<file path="src/inc/mem_block_pkg.sv">
// package for the internal memory block decoder
package mem_block_pkg;

    // ------------------------------------------------------------
    // block placement
    // ------------------------------------------------------------
    localparam int          ADDR_W        = 32;
    localparam int          BASE_HI       = 31;
    localparam int          BASE_LO       = 22;
    localparam int          OFF_W         = 22;
    localparam logic [9:0]  BASE_LIMIT    = 10'h008;
    localparam logic [2:0]  BASE_SEL_RST  = 3'h0;

    // ------------------------------------------------------------
    // region offsets within the 4-Mbyte block
    // ------------------------------------------------------------
    localparam logic [21:0] FLASH_A_LO    = 22'h000000;
    localparam logic [21:0] FLASH_A_HI    = 22'h07FFFF;
    localparam logic [21:0] FLASH_B_LO    = 22'h080000;
    localparam logic [21:0] FLASH_B_HI    = 22'h0FFFFF;
    localparam logic [21:0] DECOMP_LO     = 22'h2F8000;
    localparam logic [21:0] DECOMP_HI     = 22'h2F8FFF;
    localparam logic [21:0] BBU_CTL_LO    = 22'h2FA000;
    localparam logic [21:0] BBU_CTL_HI    = 22'h2FBFFF;
    localparam logic [21:0] SIU_CTL_LO    = 22'h2FC000;
    localparam logic [21:0] SIU_CTL_HI    = 22'h2FFFFF;
    localparam logic [21:0] FLA_CTL_LO    = 22'h2FC800;
    localparam logic [21:0] FLA_CTL_HI    = 22'h2FC83F;
    localparam logic [21:0] FLB_CTL_LO    = 22'h2FC840;
    localparam logic [21:0] FLB_CTL_HI    = 22'h2FC87F;
    localparam logic [21:0] BRIDGE_LO     = 22'h300000;
    localparam logic [21:0] BRIDGE_HI     = 22'h307FFF;
    localparam logic [21:0] BRG_CTL_LO    = 22'h307F80;
    localparam logic [21:0] LBUS_CTL_LO   = 22'h380000;
    localparam logic [21:0] LBUS_CTL_HI   = 22'h3800FF;
    localparam logic [21:0] LBUS_RSV_LO   = 22'h384000;
    localparam logic [21:0] LBUS_RSV_HI   = 22'h3F6FFF;
    localparam logic [21:0] CAL_B_LO      = 22'h3F7000;
    localparam logic [21:0] CAL_B_HI      = 22'h3F7FFF;
    localparam logic [21:0] CAL_A_LO      = 22'h3F8000;
    localparam logic [21:0] CAL_A_HI      = 22'h3FFFFF;
    localparam logic [21:0] CAL_A_OVL_LO  = 22'h3FF000;

    // ------------------------------------------------------------
    // peripheral slots and protection
    // ------------------------------------------------------------
    localparam int          SLOT_NUM      = 32;
    localparam int          SLOT_LSB      = 10;
    localparam int          PROT_LSB      = 13;
    localparam int          PROT_BLOCKS   = 8;
    localparam logic [21:0] PROT_BASE     = 22'h3F0000;
    localparam int          SPR_CYCLES    = 2;

    // ------------------------------------------------------------
    // types
    // ------------------------------------------------------------
    typedef enum logic [3:0] {
        RGN_NONE     = 4'h0,
        RGN_FLASH_A  = 4'h1,
        RGN_FLASH_B  = 4'h2,
        RGN_DECOMP   = 4'h3,
        RGN_BBU_CTL  = 4'h4,
        RGN_SIU_CTL  = 4'h5,
        RGN_FLA_CTL  = 4'h6,
        RGN_FLB_CTL  = 4'h7,
        RGN_PERIPH   = 4'h8,
        RGN_BRG_CTL  = 4'h9,
        RGN_LBUS_CTL = 4'hA,
        RGN_CAL_A    = 4'hB,
        RGN_CAL_B    = 4'hC,
        RGN_RESERVED = 4'hD
    } region_t;

    typedef struct packed {
        logic                  valid;
        logic                  write;
        logic                  from_core;
        logic                  overlay;
        logic [ADDR_W-1:0]     addr;
    } access_t;

    typedef struct packed {
        logic                  valid;
        logic                  hit;
        region_t               region;
        logic [4:0]            slot;
        logic [OFF_W-1:0]      offset;
    } route_t;

    typedef struct packed {
        logic                  dsi;
        logic                  mce;
        logic                  rsv_write;
    } fault_t;

endpackage : mem_block_pkg

</file>
<file path="src/rtl/region_decode.sv">
// combinational map from block offset to target region
`timescale 1ns/100ps
`default_nettype none
module region_decode (
    // offset in
    input  wire logic [21:0]           offset,
    // region out
    output mem_block_pkg::region_t     region,
    output logic [4:0]                 slot
);

    function automatic logic in_rng(input logic [21:0] a,
                                    input logic [21:0] lo,
                                    input logic [21:0] hi);
        in_rng = (a >= lo) && (a <= hi);
    endfunction

    // ------------------------------------------------------------
    // region priority: small windows before enclosing spaces
    // ------------------------------------------------------------
    always_comb begin
        region = mem_block_pkg::RGN_RESERVED;
        slot   = offset[mem_block_pkg::SLOT_LSB +: 5];
        if (in_rng(offset, mem_block_pkg::FLASH_A_LO,
                   mem_block_pkg::FLASH_A_HI)) begin
            region = mem_block_pkg::RGN_FLASH_A;
        end else if (in_rng(offset, mem_block_pkg::FLASH_B_LO,
                            mem_block_pkg::FLASH_B_HI)) begin
            region = mem_block_pkg::RGN_FLASH_B;
        end else if (in_rng(offset, mem_block_pkg::DECOMP_LO,
                            mem_block_pkg::DECOMP_HI)) begin
            region = mem_block_pkg::RGN_DECOMP;
        end else if (in_rng(offset, mem_block_pkg::BBU_CTL_LO,
                            mem_block_pkg::BBU_CTL_HI)) begin
            region = mem_block_pkg::RGN_BBU_CTL;
        end else if (in_rng(offset, mem_block_pkg::FLA_CTL_LO,
                            mem_block_pkg::FLA_CTL_HI)) begin
            region = mem_block_pkg::RGN_FLA_CTL;
        end else if (in_rng(offset, mem_block_pkg::FLB_CTL_LO,
                            mem_block_pkg::FLB_CTL_HI)) begin
            region = mem_block_pkg::RGN_FLB_CTL;
        end else if (in_rng(offset, mem_block_pkg::SIU_CTL_LO,
                            mem_block_pkg::SIU_CTL_HI)) begin
            region = mem_block_pkg::RGN_SIU_CTL;
        end else if (in_rng(offset, mem_block_pkg::BRG_CTL_LO,
                            mem_block_pkg::BRIDGE_HI)) begin
            region = mem_block_pkg::RGN_BRG_CTL;
        end else if (in_rng(offset, mem_block_pkg::BRIDGE_LO,
                            mem_block_pkg::BRIDGE_HI)) begin
            region = mem_block_pkg::RGN_PERIPH;
        end else if (in_rng(offset, mem_block_pkg::LBUS_CTL_LO,
                            mem_block_pkg::LBUS_CTL_HI)) begin
            region = mem_block_pkg::RGN_LBUS_CTL;
        end else if (in_rng(offset, mem_block_pkg::CAL_B_LO,
                            mem_block_pkg::CAL_B_HI)) begin
            region = mem_block_pkg::RGN_CAL_B;
        end else if (in_rng(offset, mem_block_pkg::CAL_A_LO,
                            mem_block_pkg::CAL_A_HI)) begin
            region = mem_block_pkg::RGN_CAL_A;
        end
    end

endmodule // region_decode
`default_nettype wire

</file>
<file path="src/rtl/spr_wait.sv">
// two-cycle access timer for burst buffer special-purpose registers
`timescale 1ns/100ps
`default_nettype none
module spr_wait (
    // clock and reset
    input  wire logic clk,
    input  wire logic rst_n,
    // access
    input  wire logic start,
    output logic      done
);

    logic [1:0] cnt_q;
    logic [1:0] cnt_d;
    logic       done_q;
    logic       done_d;

    always_comb begin
        cnt_d  = cnt_q;
        done_d = 1'b0;
        if (cnt_q != 2'h0) begin
            cnt_d = cnt_q - 2'h1;
            if (cnt_q == 2'h1) begin
                done_d = 1'b1;
            end
        end else if (start) begin
            cnt_d = 2'(mem_block_pkg::SPR_CYCLES - 1);
        end
    end

    always_ff @(posedge clk or negedge rst_n) begin
        if (!rst_n) begin
            cnt_q  <= 2'h0;
            done_q <= 1'b0;
        end else begin
            cnt_q  <= cnt_d;
            done_q <= done_d;
        end
    end

    assign done = done_q;

endmodule // spr_wait
`default_nettype wire

</file>
<file path="src/rtl/mem_block_decoder.sv">
// internal memory block decoder: placement, routing and fault selection
// ----------------------------------------------------------------
// ----------------------------------------------------------------
`timescale 1ns/100ps
`default_nettype none
module mem_block_decoder (
    // clock and reset
    input  wire logic                      clk,
    input  wire logic                      rst_n,
    // base configuration from the system interface unit
    input  wire logic                      base_wr,
    input  wire logic [2:0]                base_wdata,
    // protection configuration, one bit per 8-Kbyte block
    input  wire logic [7:0]                prot_mask,
    input  wire logic                      data_relocation_bit,
    // incoming access
    input  wire mem_block_pkg::access_t    acc,
    // special-purpose register access
    input  wire logic                      spr_req,
    // routed access
    output mem_block_pkg::route_t          route,
    output mem_block_pkg::fault_t          fault,
    output logic [2:0]                     base_sel,
    output logic                           overlay_ok,
    output logic                           spr_ack
);

    // ------------------------------------------------------------
    // base select register
    // ------------------------------------------------------------
    logic [2:0] base_q;
    logic [2:0] base_d;

    always_comb begin
        base_d = base_q;
        if (base_wr) begin
            base_d = base_wdata;
        end
    end

    always_ff @(posedge clk or negedge rst_n) begin
        if (!rst_n) begin
            base_q <= mem_block_pkg::BASE_SEL_RST;
        end else begin
            base_q <= base_d;
        end
    end

    // ------------------------------------------------------------
    // block hit and offset
    // ------------------------------------------------------------
    logic [9:0]  acc_hi;
    logic [21:0] acc_off;
    logic        blk_hit;

    always_comb begin
        acc_hi  = acc.addr[mem_block_pkg::BASE_HI:mem_block_pkg::BASE_LO];
        acc_off = acc.addr[mem_block_pkg::OFF_W-1:0];
        // upper bits can only name one of the first eight blocks
        blk_hit = (acc_hi < mem_block_pkg::BASE_LIMIT) &&
                  (acc_hi[2:0] == base_q);
    end

    mem_block_pkg::region_t rgn;
    logic [4:0]             rgn_slot;

    region_decode u_region_decode (
        .offset (acc_off),
        .region (rgn),
        .slot   (rgn_slot)
    );

    // ------------------------------------------------------------
    // calibration RAM protection and fault class
    // ------------------------------------------------------------
    function automatic logic is_cal(input mem_block_pkg::region_t r);
        is_cal = (r == mem_block_pkg::RGN_CAL_A) ||
                 (r == mem_block_pkg::RGN_CAL_B);
    endfunction

    logic [21:0] prot_rel;
    logic [2:0]  prot_idx;
    logic        cal_fault;
    logic        ovl_area;

    always_comb begin
        prot_rel  = acc_off - mem_block_pkg::PROT_BASE;
        prot_idx  = prot_rel[mem_block_pkg::PROT_LSB +: 3];
        cal_fault = blk_hit && acc.valid && is_cal(rgn) &&
                    prot_mask[prot_idx];
        ovl_area  = (rgn == mem_block_pkg::RGN_CAL_B) ||
                    ((rgn == mem_block_pkg::RGN_CAL_A) &&
                     (acc_off >= mem_block_pkg::CAL_A_OVL_LO));
    end

    // ------------------------------------------------------------
    // registered outputs
    // ------------------------------------------------------------
    mem_block_pkg::route_t route_q;
    mem_block_pkg::route_t route_d;
    mem_block_pkg::fault_t fault_q;
    mem_block_pkg::fault_t fault_d;
    logic                  ovl_q;
    logic                  ovl_d;

    always_comb begin
        route_d        = '0;
        route_d.valid  = acc.valid;
        route_d.hit    = acc.valid && blk_hit;
        route_d.region = blk_hit ? rgn : mem_block_pkg::RGN_NONE;
        route_d.slot   = rgn_slot;
        route_d.offset = acc_off;
        ovl_d          = acc.valid && blk_hit && ovl_area;
        fault_d        = '0;
        if (cal_fault) begin
            if (acc.from_core && !acc.overlay) begin
                fault_d.dsi = data_relocation_bit;
            end else begin
                fault_d.mce = 1'b1;
            end
        end
        // flag writes into reserved space for the system monitor
        fault_d.rsv_write = acc.valid && blk_hit && acc.write &&
                            (rgn == mem_block_pkg::RGN_RESERVED);
    end

    always_ff @(posedge clk or negedge rst_n) begin
        if (!rst_n) begin
            route_q <= '0;
            fault_q <= '0;
            ovl_q   <= 1'b0;
        end else begin
            route_q <= route_d;
            fault_q <= fault_d;
            ovl_q   <= ovl_d;
        end
    end

    spr_wait u_spr_wait (
        .clk   (clk),
        .rst_n (rst_n),
        .start (spr_req),
        .done  (spr_ack)
    );

    assign route      = route_q;
    assign fault      = fault_q;
    assign base_sel   = base_q;
    assign overlay_ok = ovl_q;

    // ------------------------------------------------------------
    // checks
    // ------------------------------------------------------------
    property p_base_write;
        @(posedge clk) disable iff (!rst_n)
        base_wr |=> (base_sel == $past(base_wdata));
    endproperty
    a_base_write: assert property (p_base_write)
        else $error("base select not updated");

    property p_hit_base;
        @(posedge clk) disable iff (!rst_n)
        route.hit |-> ($past(acc.addr[31:25]) == 7'h00);
    endproperty
    a_hit_base: assert property (p_hit_base)
        else $error("hit above the eighth block");

    property p_flash;
        @(posedge clk) disable iff (!rst_n)
        (acc.valid && blk_hit && acc_off[21:20] == 2'h0) |=>
        (route.region == (route.offset[19] ?
            mem_block_pkg::RGN_FLASH_B : mem_block_pkg::RGN_FLASH_A));
    endproperty
    a_flash: assert property (p_flash)
        else $error("flash routing wrong");

    property p_decomp;
        @(posedge clk) disable iff (!rst_n)
        (route.hit && route.offset[21:12] == 10'h2F8) |->
        (route.region == mem_block_pkg::RGN_DECOMP);
    endproperty
    a_decomp: assert property (p_decomp)
        else $error("decompression ram not routed");

    property p_brg;
        @(posedge clk) disable iff (!rst_n)
        (route.hit && route.offset[21:7] == 15'h60FF) |->
        (route.region == mem_block_pkg::RGN_BRG_CTL);
    endproperty
    a_brg: assert property (p_brg)
        else $error("bridge control not routed");

    property p_lbus_rsv;
        @(posedge clk) disable iff (!rst_n)
        (route.hit && route.offset >= mem_block_pkg::LBUS_RSV_LO &&
         route.offset <= mem_block_pkg::LBUS_RSV_HI) |->
        (route.region == mem_block_pkg::RGN_RESERVED);
    endproperty
    a_lbus_rsv: assert property (p_lbus_rsv)
        else $error("reserved lbus range routed");

    property p_dsi;
        @(posedge clk) disable iff (!rst_n)
        fault.dsi |-> ($past(data_relocation_bit) && $past(acc.from_core)
                       && !$past(acc.overlay));
    endproperty
    a_dsi: assert property (p_dsi)
        else $error("data storage fault without cause");

    property p_excl;
        @(posedge clk) disable iff (!rst_n)
        !(fault.dsi && fault.mce);
    endproperty
    a_excl: assert property (p_excl)
        else $error("both faults raised");

    property p_spr;
        @(posedge clk) disable iff (!rst_n)
        ($rose(spr_req) && u_spr_wait.cnt_q == 2'h0) |-> ##2 spr_ack;
    endproperty
    a_spr: assert property (p_spr)
        else $error("spr access not two cycles");

    property p_siu;
        @(posedge clk) disable iff (!rst_n)
        (route.hit && route.offset[21:14] == 8'hBF &&
         route.offset[13:7] != 7'h10) |->
        (route.region ==
         mem_block_pkg::RGN_SIU_CTL);
    endproperty
    a_siu: assert property (p_siu)
        else $error("control space not routed");

    property p_bbu;
        @(posedge clk) disable iff (!rst_n)
        (route.hit &&
         route.offset[21:13] == 9'h17D) |->
        (route.region ==
         mem_block_pkg::RGN_BBU_CTL);
    endproperty
    a_bbu: assert property (p_bbu)
        else $error("buffer control not routed");

    property p_fl_ctl;
        @(posedge clk) disable iff (!rst_n)
        (route.hit &&
         route.offset[21:7] == 15'h5F90) |->
        (route.region == (route.offset[6] ?
            mem_block_pkg::RGN_FLB_CTL :
            mem_block_pkg::RGN_FLA_CTL));
    endproperty
    a_fl_ctl: assert property (p_fl_ctl)
        else $error("flash control not routed");

    property p_periph;
        @(posedge clk) disable iff (!rst_n)
        (route.hit && route.offset[21:15] == 7'h60 &&
         route.offset[14:7] != 8'hFF) |->
        (route.region == mem_block_pkg::RGN_PERIPH &&
         route.slot == route.offset[14:10]);
    endproperty
    a_periph: assert property (p_periph)
        else $error("peripheral slot not routed");

    property p_lbus_ctl;
        @(posedge clk) disable iff (!rst_n)
        (route.hit &&
         route.offset[21:8] == 14'h3800) |->
        (route.region ==
         mem_block_pkg::RGN_LBUS_CTL);
    endproperty
    a_lbus_ctl: assert property (p_lbus_ctl)
        else $error("local control not routed");

    property p_cal_b;
        @(posedge clk) disable iff (!rst_n)
        (route.hit &&
         route.offset[21:12] == 10'h3F7) |->
        (route.region == mem_block_pkg::RGN_CAL_B &&
         overlay_ok);
    endproperty
    a_cal_b: assert property (p_cal_b)
        else $error("calibration ram b not routed");

    property p_cal_a;
        @(posedge clk) disable iff (!rst_n)
        (route.hit &&
         route.offset[21:15] == 7'h7F) |->
        (route.region == mem_block_pkg::RGN_CAL_A &&
         overlay_ok == (route.offset[14:12] == 3'h7));
    endproperty
    a_cal_a: assert property (p_cal_a)
        else $error("calibration ram a not routed");

    property p_miss;
        @(posedge clk) disable iff (!rst_n)
        (route.valid && !route.hit) |->
        (route.region == mem_block_pkg::RGN_NONE &&
         !overlay_ok && fault == '0);
    endproperty
    a_miss: assert property (p_miss)
        else $error("outside access routed");

    property p_mce;
        @(posedge clk) disable iff (!rst_n)
        fault.mce |->
        ($past(acc.valid) &&
         ($past(acc.overlay) || !$past(acc.from_core)));
    endproperty
    a_mce: assert property (p_mce)
        else $error("machine check without cause");

    property p_rsv;
        @(posedge clk) disable iff (!rst_n)
        fault.rsv_write |->
        (route.region == mem_block_pkg::RGN_RESERVED);
    endproperty
    a_rsv: assert property (p_rsv)
        else $error("reserved write flag wrong");

    property p_base_hold;
        @(posedge clk) disable iff (!rst_n)
        !base_wr |=> $stable(base_sel);
    endproperty
    a_base_hold: assert property (p_base_hold)
        else $error("base select moved");

    property p_spr_pulse;
        @(posedge clk) disable iff (!rst_n)
        spr_ack |=> !spr_ack;
    endproperty
    a_spr_pulse: assert property (p_spr_pulse)
        else $error("spr acknowledge held");

endmodule // mem_block_decoder
`default_nettype wire

</file>
<file path="config.mk">
export PLATFORM = sky130hd
export DESIGN_NAME = mem_block_decoder
export DESIGN_NICKNAME = d
export VERILOG_FILES = /design/src/inc/mem_block_pkg.sv /design/src/rtl/region_decode.sv /design/src/rtl/spr_wait.sv /design/src/rtl/mem_block_decoder.sv
export SDC_FILE = /design/constraint.sdc
export NUM_CORES = 1
export LEC_CHECK = 0
export ABC_AREA = 1
export BUFFER_PORTS_ARGS = -buffer_cell sky130_fd_sc_hd__buf_4
export CAP_MARGIN = 20
export CORE_ASPECT_RATIO = 0.9
export CORE_MARGIN = 1.5
export CORE_UTILIZATION = 40
export DETAILED_ROUTE_END_ITERATION = 16
export PLACE_DENSITY_LB_ADDON = 0.25
export SLEW_MARGIN = 20
export SYNTH_ARGS = -nofsm -noshare
export SYNTH_HDL_FRONTEND = slang
export SYNTH_SLANG_ARGS = --single-unit
export TNS_END_PERCENT = 1
</file>
<file path="constraint.sdc">
create_clock -name clk -period 2.7 [get_ports clk]
set_clock_uncertainty 0.15 [all_clocks]
set_input_delay 0.135 -clock clk [delete_from_list [all_inputs] [get_ports clk]]
set_output_delay 0.135 -clock clk [all_outputs]
set_load 0.02 [all_outputs]
</file>
======== Word level (Yosys, flattened, before mapping) ========
Index checks and enable logic that the tools add are counted.
cells by class
  shift-type cells ........................ 0
  divide/modulo/power cells ............... 0
  reduce and logical (&&, ||, !) cells .... 26
  $lt $le $gt $ge ......................... 26
  equal/unequal tests ..................... 5
  bitwise gates (word level) .............. 0
  $mul .................................... 0
  add/sub/neg operators ................... 2
  muxes and demuxes ....................... 22
operators with widths
  cell                                                                                    count
  22-bit greater-or-equal comparator (second input constant)                              11
  22-bit less-or-equal comparator (second input constant)                                 9
  4-bit two-way mux                                                                       12
  22-bit by 1-bit greater-or-equal comparator with 1-bit output (second input constant)   1
  22-bit by 20-bit greater-or-equal comparator with 1-bit output (second input constant)  1
  22-bit by 19-bit less-or-equal comparator with 1-bit output (second input constant)     1
  22-bit by 20-bit less-or-equal comparator with 1-bit output (second input constant)     1
  1-bit logical AND                                                                       21
  16-bit by 1-bit subtractor with 16-bit output (second input constant)                   1
  4-bit == test (second input constant)                                                   3
  10-bit by 4-bit < comparator with 1-bit output (second input constant)                  1
  2-bit two-way mux                                                                       3
  1-bit two-way mux                                                                       5
  3-bit by 4-bit < comparator with 1-bit output (second input constant)                   1
  2-bit nonzero test                                                                      2
  1-bit binary-select mux with 3-bit select                                               1
  3-bit == test                                                                           1
  3-bit two-way mux                                                                       1
  2-bit by 1-bit == test with 1-bit output (second input constant)                        1
  1-bit logical OR                                                                        2
  2-bit by 1-bit subtractor with 2-bit output (second input constant)                     1
  1-bit zero test                                                                         1
word-level totals
  logic and storage cells ................. 93
  output and inout port bits .............. 41
  bits in latches ......................... 0
  bits in read-only memories .............. 0
  memory bits (writable) .................. 0
  bits in registers ....................... 43
  input bits .............................. 52
  memories kept ........................... 0

======== Depth between registers and ports, before layout ========
Gate-level depths: netlist (run 1).
  word-level depth ........................ 19
  gate-level depth with buffers ........... 10
  gate-level depth less buffers ........... 10

======== Hierarchy ========
Synthesis (run 1) repeated with hierarchy kept, for this count alone.
unflattened totals
  cells, all modules ...................... 221
  area, all modules ....................... 1884.3 um2
modules (own cells, without submodules)
  module             cells an instance  instances  area an instance (um2)  seq. area each (um2)
  mem_block_decoder  119                1          1372.6                  1001.0
  region_decode      93                 1          414.1                   0.0
  spr_wait           9                  1          97.6                    75.1

======== Worst setup path before layout (run 1) ========
OpenSTA, ideal clock, no wires.
  path type ............................... register -> register
  start ................................... register base_q[0], in the netlist base_sel[0]
  end ..................................... register fault_q (netlist bit fault[1])
  library setup time ...................... 0.073 ns
  slack ................................... 1.301 ns
  arrival ................................. 1.175 ns
  cell stages (with the launch flop) ...... 8
  buffers on the path ..................... 0
  clock period less this slack ............ 1.399 ns
  required time ........................... 2.477 ns
  cells stage by stage .................... dfrtp_1 -> xnor2_1 -> nand2_1 -> nor2_1 -> nand2_1 -> nor2_2 -> nand3b_1 -> a21oi_2
RTL lines
  element                   RTL line                  source
  start: declaration        mem_block_decoder.sv:31   logic [2:0] base_q;
  start signal: assignment  mem_block_decoder.sv:43   base_q <= mem_block_pkg::BASE_SEL_RST;
  start signal: assignment  mem_block_decoder.sv:45   base_q <= base_d;
  end signal: assignment    mem_block_decoder.sv:134  fault_q <= fault_d;
  end: declaration          mem_block_decoder.sv:101  mem_block_pkg::fault_t fault_q;

==> flow_summary.json, run 1 <==
{
  "min_period_ps": 2130,
  "yosys_warnings": 0,
  "p_leak_nw": 1.51,
  "die_w_um": 72.2,
  "dr.pass1.iters": 4,
  "h-tree-depth": 2,
  "worst-r2r-setup-slack_ps": 640,
  "mostFrequentLayoutCells": "buf_4 (92), dfrtp_1 (38), nand2_1 (36)",
  "vias_per_cell": 4.61,
  "io_pins": 93,
  "critPathLaunch": "acc[20]",
  "fin_tns_setup_ps": 0,
  "finalNetCount": 366,
  "relSlewSlack": 0.683,
  "hpwl_um": 3030,
  "rows": 22,
  "seq_area_um2": 951,
  "required_ps": 2780,
  "grt_pass1_vias": 1651,
  "clkSinkCount": 38,
  "synth-simple-area-share": 0.296,
  "avgSynthCellArea_um2": 9.26,
  "syn_nets": 238,
  "synth_area_leaders": "dfrtp_1 (55%), nand2_1 (7.8%), inv_1 (4.8%)",
  "gp_congestion": 0.834,
  "core_region_area_mm2": 0.00410,
  "wl_per_cell_um": 12.2,
  "cts_tree": "yes",
  "clk_path_buf_depth": 2,
  "synth_compound_area_frac": 0.0342,
  "crit_family": "buffers and inverters",
  "antenna_left": 0,
  "fin_crit_sh": 0.790,
  "synth_cell_type_count": 27,
  "hold_ws_ps": 27.5,
  "rsz0062_at_grt": "false",
  "synthAdderAreaFrac": 0,
  "drt-total-wl_um": 4420,
  "synth_top_family_by_area": "simple AND/OR/NAND/NOR gates",
  "cp-start-kind": "primary input",
  "drc": 0,
  "outcome": "completed",
  "worstMarginPinSlew_ps": 475,
  "critical_path.max_stage_delay_ps": 550,
  "path_cells": "dlygate4sd3_1, buf_4, nand2_2, nor2_4, nand2_2, a211oi_2, nand3b_1, a21oi_2, dlygate4sd3_1",
  "first_iter_violations": 41,
  "stdcell_area_mm2": 0.00291,
  "cp_max_fo": 7,
  "layout-drive-gt1-share": 0.390,
  "grt_use_total": 0.196,
  "rr_worst_depth": 8,
  "clockRootBuffer": "clkbuf_8",
  "antenna_found_initial": 0,
  "post-place-ws_ps": 1200,
  "vias": 1673,
  "synthToLayoutAreaGrowth_pct": 69.1,
  "r2r_start": "base_sel[1]$_DFFE_PN0P_",
  "initial_core_util": 0.420,
  "synthXorXnorAreaFrac": 0.0153,
  "synth_mux_area_frac": 0.0196,
  "yosys_register_bits": 38,
  "hp-class": "primary input to flip-flop",
  "cts_buffers": 5,
  "place_area_mm2": 0.00242,
  "synth_top_cell_by_area": "dfrtp_1",
  "endpoint_kind": "flip-flop",
  "die_h_um": 65.2,
  "cp-endpoint": "fault[1]$_DFF_PN0_",
  "hp-start": "acc[34]",
  "critical_path_depth": 9,
  "crit_type": "primary input to flip-flop",
  "final_common_cell": "buf_4",
  "cp_num_buf_inv": 3,
  "syn-cell-area_mm2": 0.00172,
  "overflow": 0,
  "drv_slew": 0,
  "multi_input_area_um2": 628,
  "cap_violations": 0,
  "setup_ws_ps": 566,
  "yosysSeqAreaShare": 0.552,
  "post-cts-setup-buffer-count": 0,
  "final_core_util": 0.710,
  "arrival_ps": 2220,
  "vdd_drop_max_v": 0.000288,
  "cp_slowest_cell": "dlygate4sd3_1",
  "clk_pin_slew_ps": 80,
  "io_buffers": 92,
  "clock_latency_ps": 290,
  "final.fill_count": 310,
  "finalSetupViolCount": 0,
  "synth_top_area_share": 0.552,
  "hold_violations": 0,
  "syn_inst": 186,
  "grt_max_degree": 39,
  "die_area_mm2": 0.00471,
  "antennaDiodeCount": 0,
  "max_freq_ghz": 0.469,
  "power.density_mw_per_mm2": 501,
  "reg2reg_to": "fault[1]$_DFF_PN0_",
  "grt_pass1_wl_um": 7080
}
-- cells by family after synthesis --
group	Yosys count
DFF	38
and+or+nand+nor	103
xor gates and xnor gates	3
AOI/OAI and AO/OA	8
muxes	3
buffers and inverters	31
-- state kept, by name, summed over array words and instances (netlist names) --
register,cells
fault,3
route,28
u_spr_wait.cnt_q,2
u_spr_wait.done,1
base_sel,3
overlay_ok,1
-- worst min-delay path, cell delays in order --
cell and delay [ps]:
buf_4 110, inv_1 40, nor3_1 50, nand3_1 70, nor2_1 40
-- per-layer routing --
metal  track usage  wire length (um)  vias to the layer above  part of all wire
met3        0.0613               393                        8             0.089
met5             0                 0                        -                 0
met4        0.0802                77                        0             0.017
met1         0.241              1820                      745              0.41
li1              -                 -                      844                 -
met2         0.322              2130                       76              0.48
-- through the flow --
stage	std cells	power (mW)
after CTS	363	1.47
after floorplan	186	0.717
after detailed placement	320	0.844
after global routing	363	1.53
final	363	1.46
after global placement	320	0.841
-- worst min-delay path by stage --
stage	end	slack (ps)	cells after the start
global placement	route[1]$_DFF_PN0_	-30	1
finish	fault[0]$_DFF_PN0_	30	5
CTS	fault[0]$_DFF_PN0_	20	5
floorplan	base_sel[0]$_DFFE_PN0P_	-310	0
detailed placement	route[1]$_DFF_PN0_	-20	1
global route	fault[0]$_DFF_PN0_	40	5
-- layout make-up --
type	count	share of cell area
Clock buffer	5	0.0236
Clock inverter	3	0.0236
Inverter	25	0.0322
Multi-Input combinational cell	117	0.216
Sequential cell	38	0.327
Tap cell	48	0.0206
Timing Repair Buffer	127	0.358
-- cells in the mapped netlist --
| cell type | n |
|---|---|
| a211oi_2 | 1 |
| a21boi_1 | 2 |
| a21oi_1 | 3 |
| a21oi_2 | 1 |
| buf_4 | 5 |
| buf_6 | 1 |
| clkinv_1 | 1 |
| dfrtp_1 | 38 |
| inv_1 | 22 |
| inv_2 | 2 |
| mux2_2 | 3 |
| nand2_1 | 36 |
| nand2_2 | 6 |
| nand3_1 | 16 |
| nand3_2 | 1 |
| nand3b_1 | 1 |
| nand4_1 | 7 |
| nor2_1 | 21 |
| nor2_2 | 6 |
| nor2_4 | 1 |
| nor2_8 | 1 |
| nor3_1 | 5 |
| nor3_4 | 1 |
| o211ai_1 | 1 |
| or2_0 | 1 |
| xnor2_1 | 2 |
| xor2_1 | 1 |
-- report_power, final --
| part | internal (mW) | switching [mW] | leakage, nW |
|---|---|---|---|
| Sequential | 0.593 | 0.0109 | 0.468 |
| Combinational | 0.143 | 0.130 | 0.976 |
| Clock | 0.370 | 0.213 | 0.0683 |
| Total | 1.11 | 0.354 | 1.51 |
-- timing repair --
| action | CTS | global route |
|---|---|---|
| gates resized for setup | 0 | 0 |
| endpoints found under the hold margin | 68 | 0 |
| endpoints found under the setup margin | 0 | 0 |
| hold buffers | 35 | 0 |
(Power assumes the default switching activity.)
==> inputs of run 2 (changes only) <==
==> constraint.sdc (replaced) <==
create_clock -name clk -period 1.8 [get_ports clk]
set_clock_uncertainty 0.15 [all_clocks]
set_input_delay 0.09 -clock clk [delete_from_list [all_inputs] [get_ports clk]]
set_output_delay 0.09 -clock clk [all_outputs]
set_load 0.02 [all_outputs]
==> run 2 against run 1 <==
Compared with the run above:
- setup slack lost 400 ps
- sequential power is 50% higher
- final cell count is 0.28% higher
- worst hold slack got worse by 11 ps
- critical path type unchanged
==> flow_summary.json, run 2 (synthesized netlist as in run 1, its figures left out) <==
{
  "vdd_drop_max_v": 0.000517,
  "die_h_um": 65.2,
  "h-tree-depth": 2,
  "finalNetCount": 367,
  "sw_frac_of_total": 0.240,
  "synthToLayoutAreaGrowth_pct": 69.7,
  "hold_violations": 0,
  "cap_violations": 0,
  "hpwl_um": 2920,
  "grt_pass1_wl_um": 6670,
  "final_common_cell": "buf_4",
  "wl_per_cell_um": 11.9,
  "place_area_mm2": 0.00242,
  "antenna_left": 0,
  "outcome": "completed",
  "layout-drive-gt1-share": 0.389,
  "seqPwrFrac": 0.415,
  "cp_max_fo": 7,
  "cts_buffers": 5,
  "grt_use_total": 0.185,
  "final.fill_count": 297,
  "p_int_mw": 1.66,
  "first_iter_violations": 68,
  "worstMarginPinSlew_ps": 479,
  "initial_core_util": 0.420,
  "required_ps": 1820,
  "finalSetupViolCount": 0,
  "mostFrequentLayoutCells": "buf_4 (92), dfrtp_1 (38), nand2_1 (36), dlygate4sd3_1 (36), inv_1 (22)",
  "dr.pass1.iters": 4,
  "drv_slew": 0,
  "clk_pin_slew_ps": 70,
  "comb_power_share": 0.188,
  "multi_input_area_um2": 628,
  "fin_tns_setup_ps": 0,
  "post-cts-setup-buffer-count": 0,
  "hp-class": "primary input to flip-flop",
  "antenna_found_initial": 0,
  "cp-start-kind": "primary input",
  "gp_congestion": 0.884,
  "largest_reg_flops": 28,
  "seq_area_um2": 951,
  "drc": 0,
  "arrival_ps": 1650,
  "die_area_mm2": 0.00471,
  "p_sw_uw": 523,
  "crit_type": "primary input to flip-flop",
  "endpoint_kind": "flip-flop",
  "max_freq_ghz": 0.613,
  "vias": 1668,
  "fin_crit_sh": 0.906,
  "antennaDiodeCount": 0,
  "clkSinkCount": 38,
  "power.density_mw_per_mm2": 748,
  "regMostFlops": "route",
  "io_buffers": 92,
  "clk_path_buf_depth": 2,
  "clockRootBuffer": "clkbuf_8",
  "rsz0062_at_grt": "false",
  "rows": 22,
  "relSlewSlack": 0.681,
  "clockPowerShare": 0.398,
  "core_region_area_mm2": 0.00410,
  "overflow": 0,
  "grt_pass1_vias": 1561,
  "stdcell_area_mm2": 0.00292,
  "min_period_ps": 1630,
  "vias_per_cell": 4.58,
  "cts_tree": "yes",
  "clock_latency_ps": 280,
  "drt-total-wl_um": 4330,
  "io_pins": 93,
  "grt_max_degree": 39,
  "die_w_um": 72.2,
  "p_leak_nw": 1.51
}
run 2: critical path: stages:
cell           delay [ps]
dlygate4sd3_1         530
buf_4                 170
nor2_1                230
nand2_1                90
a21oi_1               180
nand3_2               100
nand3_1                80
nand2_1                50
nand3_1                80
nor2_1                 50
run 2: worst paths after layout:
check | start | endpoint | depth (start not counted) | slack [ps]
worst max register to register | base_sel[1]$_DFFE_PN0P_ | base_sel[1]$_DFFE_PN0P_ | 2 | 300
worst max-delay path | acc[15] | route[27]$_DFF_PN0_ | 10 | 170
min in group asynchronous | rst_n | route[1]$_DFF_PN0_ | 2 | 170
worst min register to register | u_spr_wait.cnt_q[1]$_DFFE_PN0P_ | u_spr_wait.done$_DFF_PN0_ | 1 | 300
max in group asynchronous | rst_n | base_sel[0]$_DFFE_PN0P_ | 2 | 1000
worst min-delay path | acc[27] | route[27]$_DFF_PN0_ | 4 | 20
run 2: metrics by stage:
stage	std cells	util	setup WS [ps]	hold WS, ps	total power, mW
global route	364	0.712	25.7	32.5	2.27
CTS	364	0.712	192	7.81	2.20
global placement	320	0.591	388	-70.9	1.26
detailed placement	320	0.591	354	-70.4	1.27
finish	364	0.712	169	16.8	2.18
floorplan	186	-	401	-356	1.08
run 2: area by class of cell:
| cell class | instances | share of cell area |
|---|---|---|
| timing repair buffer | 128 | 0.360 |
| sequential | 38 | 0.325 |
| multi-input combinational | 117 | 0.215 |
| inverter | 25 | 0.0321 |
| clock buffer | 5 | 0.0236 |
| clock inverter | 3 | 0.0236 |
| tap | 48 | 0.0206 |
run 2: repair_timing:
action,4_1_cts,5_1_grt
gates resized for setup,0,0
hold buffers,36,0
endpoints found under the hold margin,69,0
run 2: power by group through the flow:
stage	logic [mW]	registers, mW	clock network (mW)
after floorplan	0.109	0.967	0
after global placement	0.342	0.920	0
after detailed placement	0.343	0.922	0
after CTS	0.411	0.905	0.886
after global routing	0.442	0.909	0.923
final	0.410	0.905	0.868
run 2: per-layer routing:
metal	share of wire	wire length, um	vias up	track usage
met5	0	0	-	0
li1	-	-	840	-
met2	0.49	2130	73	0.334
met1	0.42	1820	753	0.213
met3	0.086	373	2	0.0583
met4	0.0018	8	0	0.0425
==> inputs of run 3 (changes only) <==
--- a/config.mk
+++ b/config.mk
@@ -9,9 +9,10 @@
 export BUFFER_PORTS_ARGS = -buffer_cell sky130_fd_sc_hd__buf_4
 export CAP_MARGIN = 20
 export CORE_ASPECT_RATIO = 0.9
-export CORE_MARGIN = 1.5
+export CORE_MARGIN = 5
 export CORE_UTILIZATION = 40
 export DETAILED_ROUTE_END_ITERATION = 16
+export MAX_ROUTING_LAYER = met4
 export PLACE_DENSITY_LB_ADDON = 0.25
 export SLEW_MARGIN = 20
 export SYNTH_ARGS = -nofsm -noshare
==> constraint.sdc (replaced) <==
create_clock -name clk -period 1.8 [get_ports clk]
set_clock_uncertainty 0.15 [all_clocks]
set_input_delay 0.09 -clock clk [delete_from_list [all_inputs] [get_ports clk]]
set_output_delay 0.09 -clock clk [all_outputs]
set_load 0.05 [all_outputs]
==> run 3 against run 2 <==
Compared with the run above:
- register-to-register slack got worse by 50 ps
- critical path depth stayed put
- clock-buffer cell count stayed put
- core utilization down 0.41 points
- combinational power rose by 25%
- routed wire length grew 7.0%
- via count is 0.78% higher
- cell area about the same
- sequential share of layout area about the same
- sequential cell count is the same
- critical path type unchanged
==> flow_summary.json, run 3 (synthesized netlist as in run 1, its figures left out) <==
{
  "cp_max_fo": 5,
  "hold_ws_ps": 12.5,
  "clk_path_buf_depth": 2,
  "relSlewSlack": 0.692,
  "mostFrequentLayoutCells": "buf_4 (92), dfrtp_1 (38), nand2_1 (36), dlygate4sd3_1 (36), inv_1 (22)",
  "endpoint_kind": "flip-flop",
  "wl_met3_um": 366,
  "crit_top_cell": "nand3_1",
  "gp_congestion": 0.857,
  "vias_per_cell": 4.62,
  "cts_tree": "yes",
  "core_region_area_mm2": 0.00413,
  "p_leak_nw": 1.51,
  "synthToLayoutAreaGrowth_pct": 69.8,
  "fin_tns_setup_ps": 0,
  "rows": 22,
  "rsz0062_at_grt": "false",
  "antenna_found_initial": 0,
  "die_w_um": 79.2,
  "hold_violations": 0,
  "layout-drive-gt1-share": 0.392,
  "drc": 0,
  "clock_latency_ps": 290,
  "arrival_ps": 1670,
  "antenna_left": 0,
  "vdd_drop_max_v": 0.000489,
  "power.density_mw_per_mm2": 781,
  "clockRootBuffer": "clkbuf_8",
  "wl_per_cell_um": 12.7,
  "clockPowerShare": 0.379,
  "hp-start": "acc[27]",
  "drt-total-wl_um": 4640,
  "final_common_cell": "buf_4",
  "grt_use_total": 0.178,
  "p_int_mw": 1.66,
  "cap_violations": 0,
  "fin_crit_sh": 0.885,
  "crit_family": "simple AND/OR/NAND/NOR gates",
  "initial_core_util": 0.417,
  "cts_buffers": 5,
  "die_area_mm2": 0.00572,
  "seqPwrFrac": 0.397,
  "met1_length_um": 2080,
  "cp_num_buf_inv": 3,
  "max_freq_ghz": 0.628,
  "required_ps": 1870,
  "path_cells": "dlygate4sd3_1, buf_4, inv_1, nor2_2, nand3_1, nor3_1, nand4_1, nand2_1, nand3_1, nor2_1",
  "outcome": "completed",
  "h-tree-depth": 2,
  "hpwl_um": 3380,
  "grt_max_degree": 39,
  "final.fill_count": 306,
  "hp-class": "primary input to flip-flop",
  "finalNetCount": 367,
  "first_iter_violations": 71,
  "antennaDiodeCount": 0,
  "maxUsedRoutingLayer": "met4",
  "worstMarginPinSlew_ps": 463,
  "regMostFlops": "route",
  "vias": 1681,
  "crit_type": "primary input to flip-flop",
  "die_h_um": 72.2,
  "routed-wl-met2_um": 2100,
  "cp_slowest_cell": "dlygate4sd3_1",
  "grt_pass1_wl_um": 7710,
  "critPathLaunch": "acc[14]",
  "cp-start-kind": "primary input",
  "clk_pin_slew_ps": 70,
  "comb_power_share": 0.224,
  "critical_path.max_stage_delay_ps": 530,
  "r2r_start": "base_sel[1]$_DFFE_PN0P_",
  "overflow": 0,
  "grt_pass1_vias": 1670,
  "finalSetupViolCount": 0,
  "post-cts-setup-buffer-count": 0,
  "p_sw_uw": 620,
  "min_period_ps": 1590,
  "io_pins": 93,
  "clkSinkCount": 38,
  "drv_slew": 0,
  "io_buffers": 92,
  "sw_frac_of_total": 0.272,
  "dr.pass1.iters": 4,
  "largest_reg_flops": 28
}
run 3: final timing paths:
check | slack [ps] | end | cells after the start
max | 210 | fault[0]$_DFF_PN0_ | 10
min | 10 | route[27]$_DFF_PN0_ | 4
max reg2reg | 250 | fault[1]$_DFF_PN0_ | 7
min reg2reg | 300 | u_spr_wait.done$_DFF_PN0_ | 1
max in group asynchronous | 1000 | overlay_ok$_DFF_PN0_ | 2
min in group asynchronous | 180 | route[2]$_DFF_PN0_ | 2
run 3: repair_timing:
action / 4_1_cts / 5_1_grt
endpoints found under the setup margin: 0 / 2
hold endpoints to repair: 69 / 0
gates resized for setup: 0 / 1
hold buffers: 36 / 0
run 3: tightest hold or removal path, cell delays in order:
cell     delay (ps)
buf_4            80
nor3_1           40
nand2_1         140
nor2_1           60
run 3: cell type report:
type                    count  area [um^2]  share of cell area
clock buffers               5         68.8              0.0235
clock inverters             3         68.8              0.0235
inverters                  25         93.8              0.0321
multi-input cells         117          631               0.216
flip-flops and latches     38          951               0.325
well taps                  48         60.1              0.0205
repair buffers            128         1050               0.359
run 3: metrics by stage:
step	util	std cells	worst slack, ps	power, mW	instance area (um^2)
after floorplan	-	186	221	1.17	1720
after global placement	0.587	320	373	1.36	2420
after detailed placement	0.587	320	335	1.37	2420
after CTS	0.708	364	181	2.30	2920
after global routing	0.708	364	16.4	2.39	2920
final	0.708	364	208	2.28	2920
run 3: power groups by stage:
stage          combinational, mW  sequential [mW]  clock (mW)
2_1_floorplan              0.122             1.05           0
3_3_place_gp               0.441            0.920           0
3_5_place_dp               0.443            0.922           0
4_1_cts                    0.511            0.905       0.888
5_1_grt                    0.548            0.911       0.930
6_report                   0.512            0.906       0.865
run 3: per-layer routing:
| metal | up-vias | GRT usage |
|---|---|---|
| li1 | 842 | - |
| met1 | 756 | 0.231 |
| met2 | 72 | 0.272 |
| met3 | 11 | 0.0409 |
| met4 | 0 | 0.0687 |
| met5 | - | - |
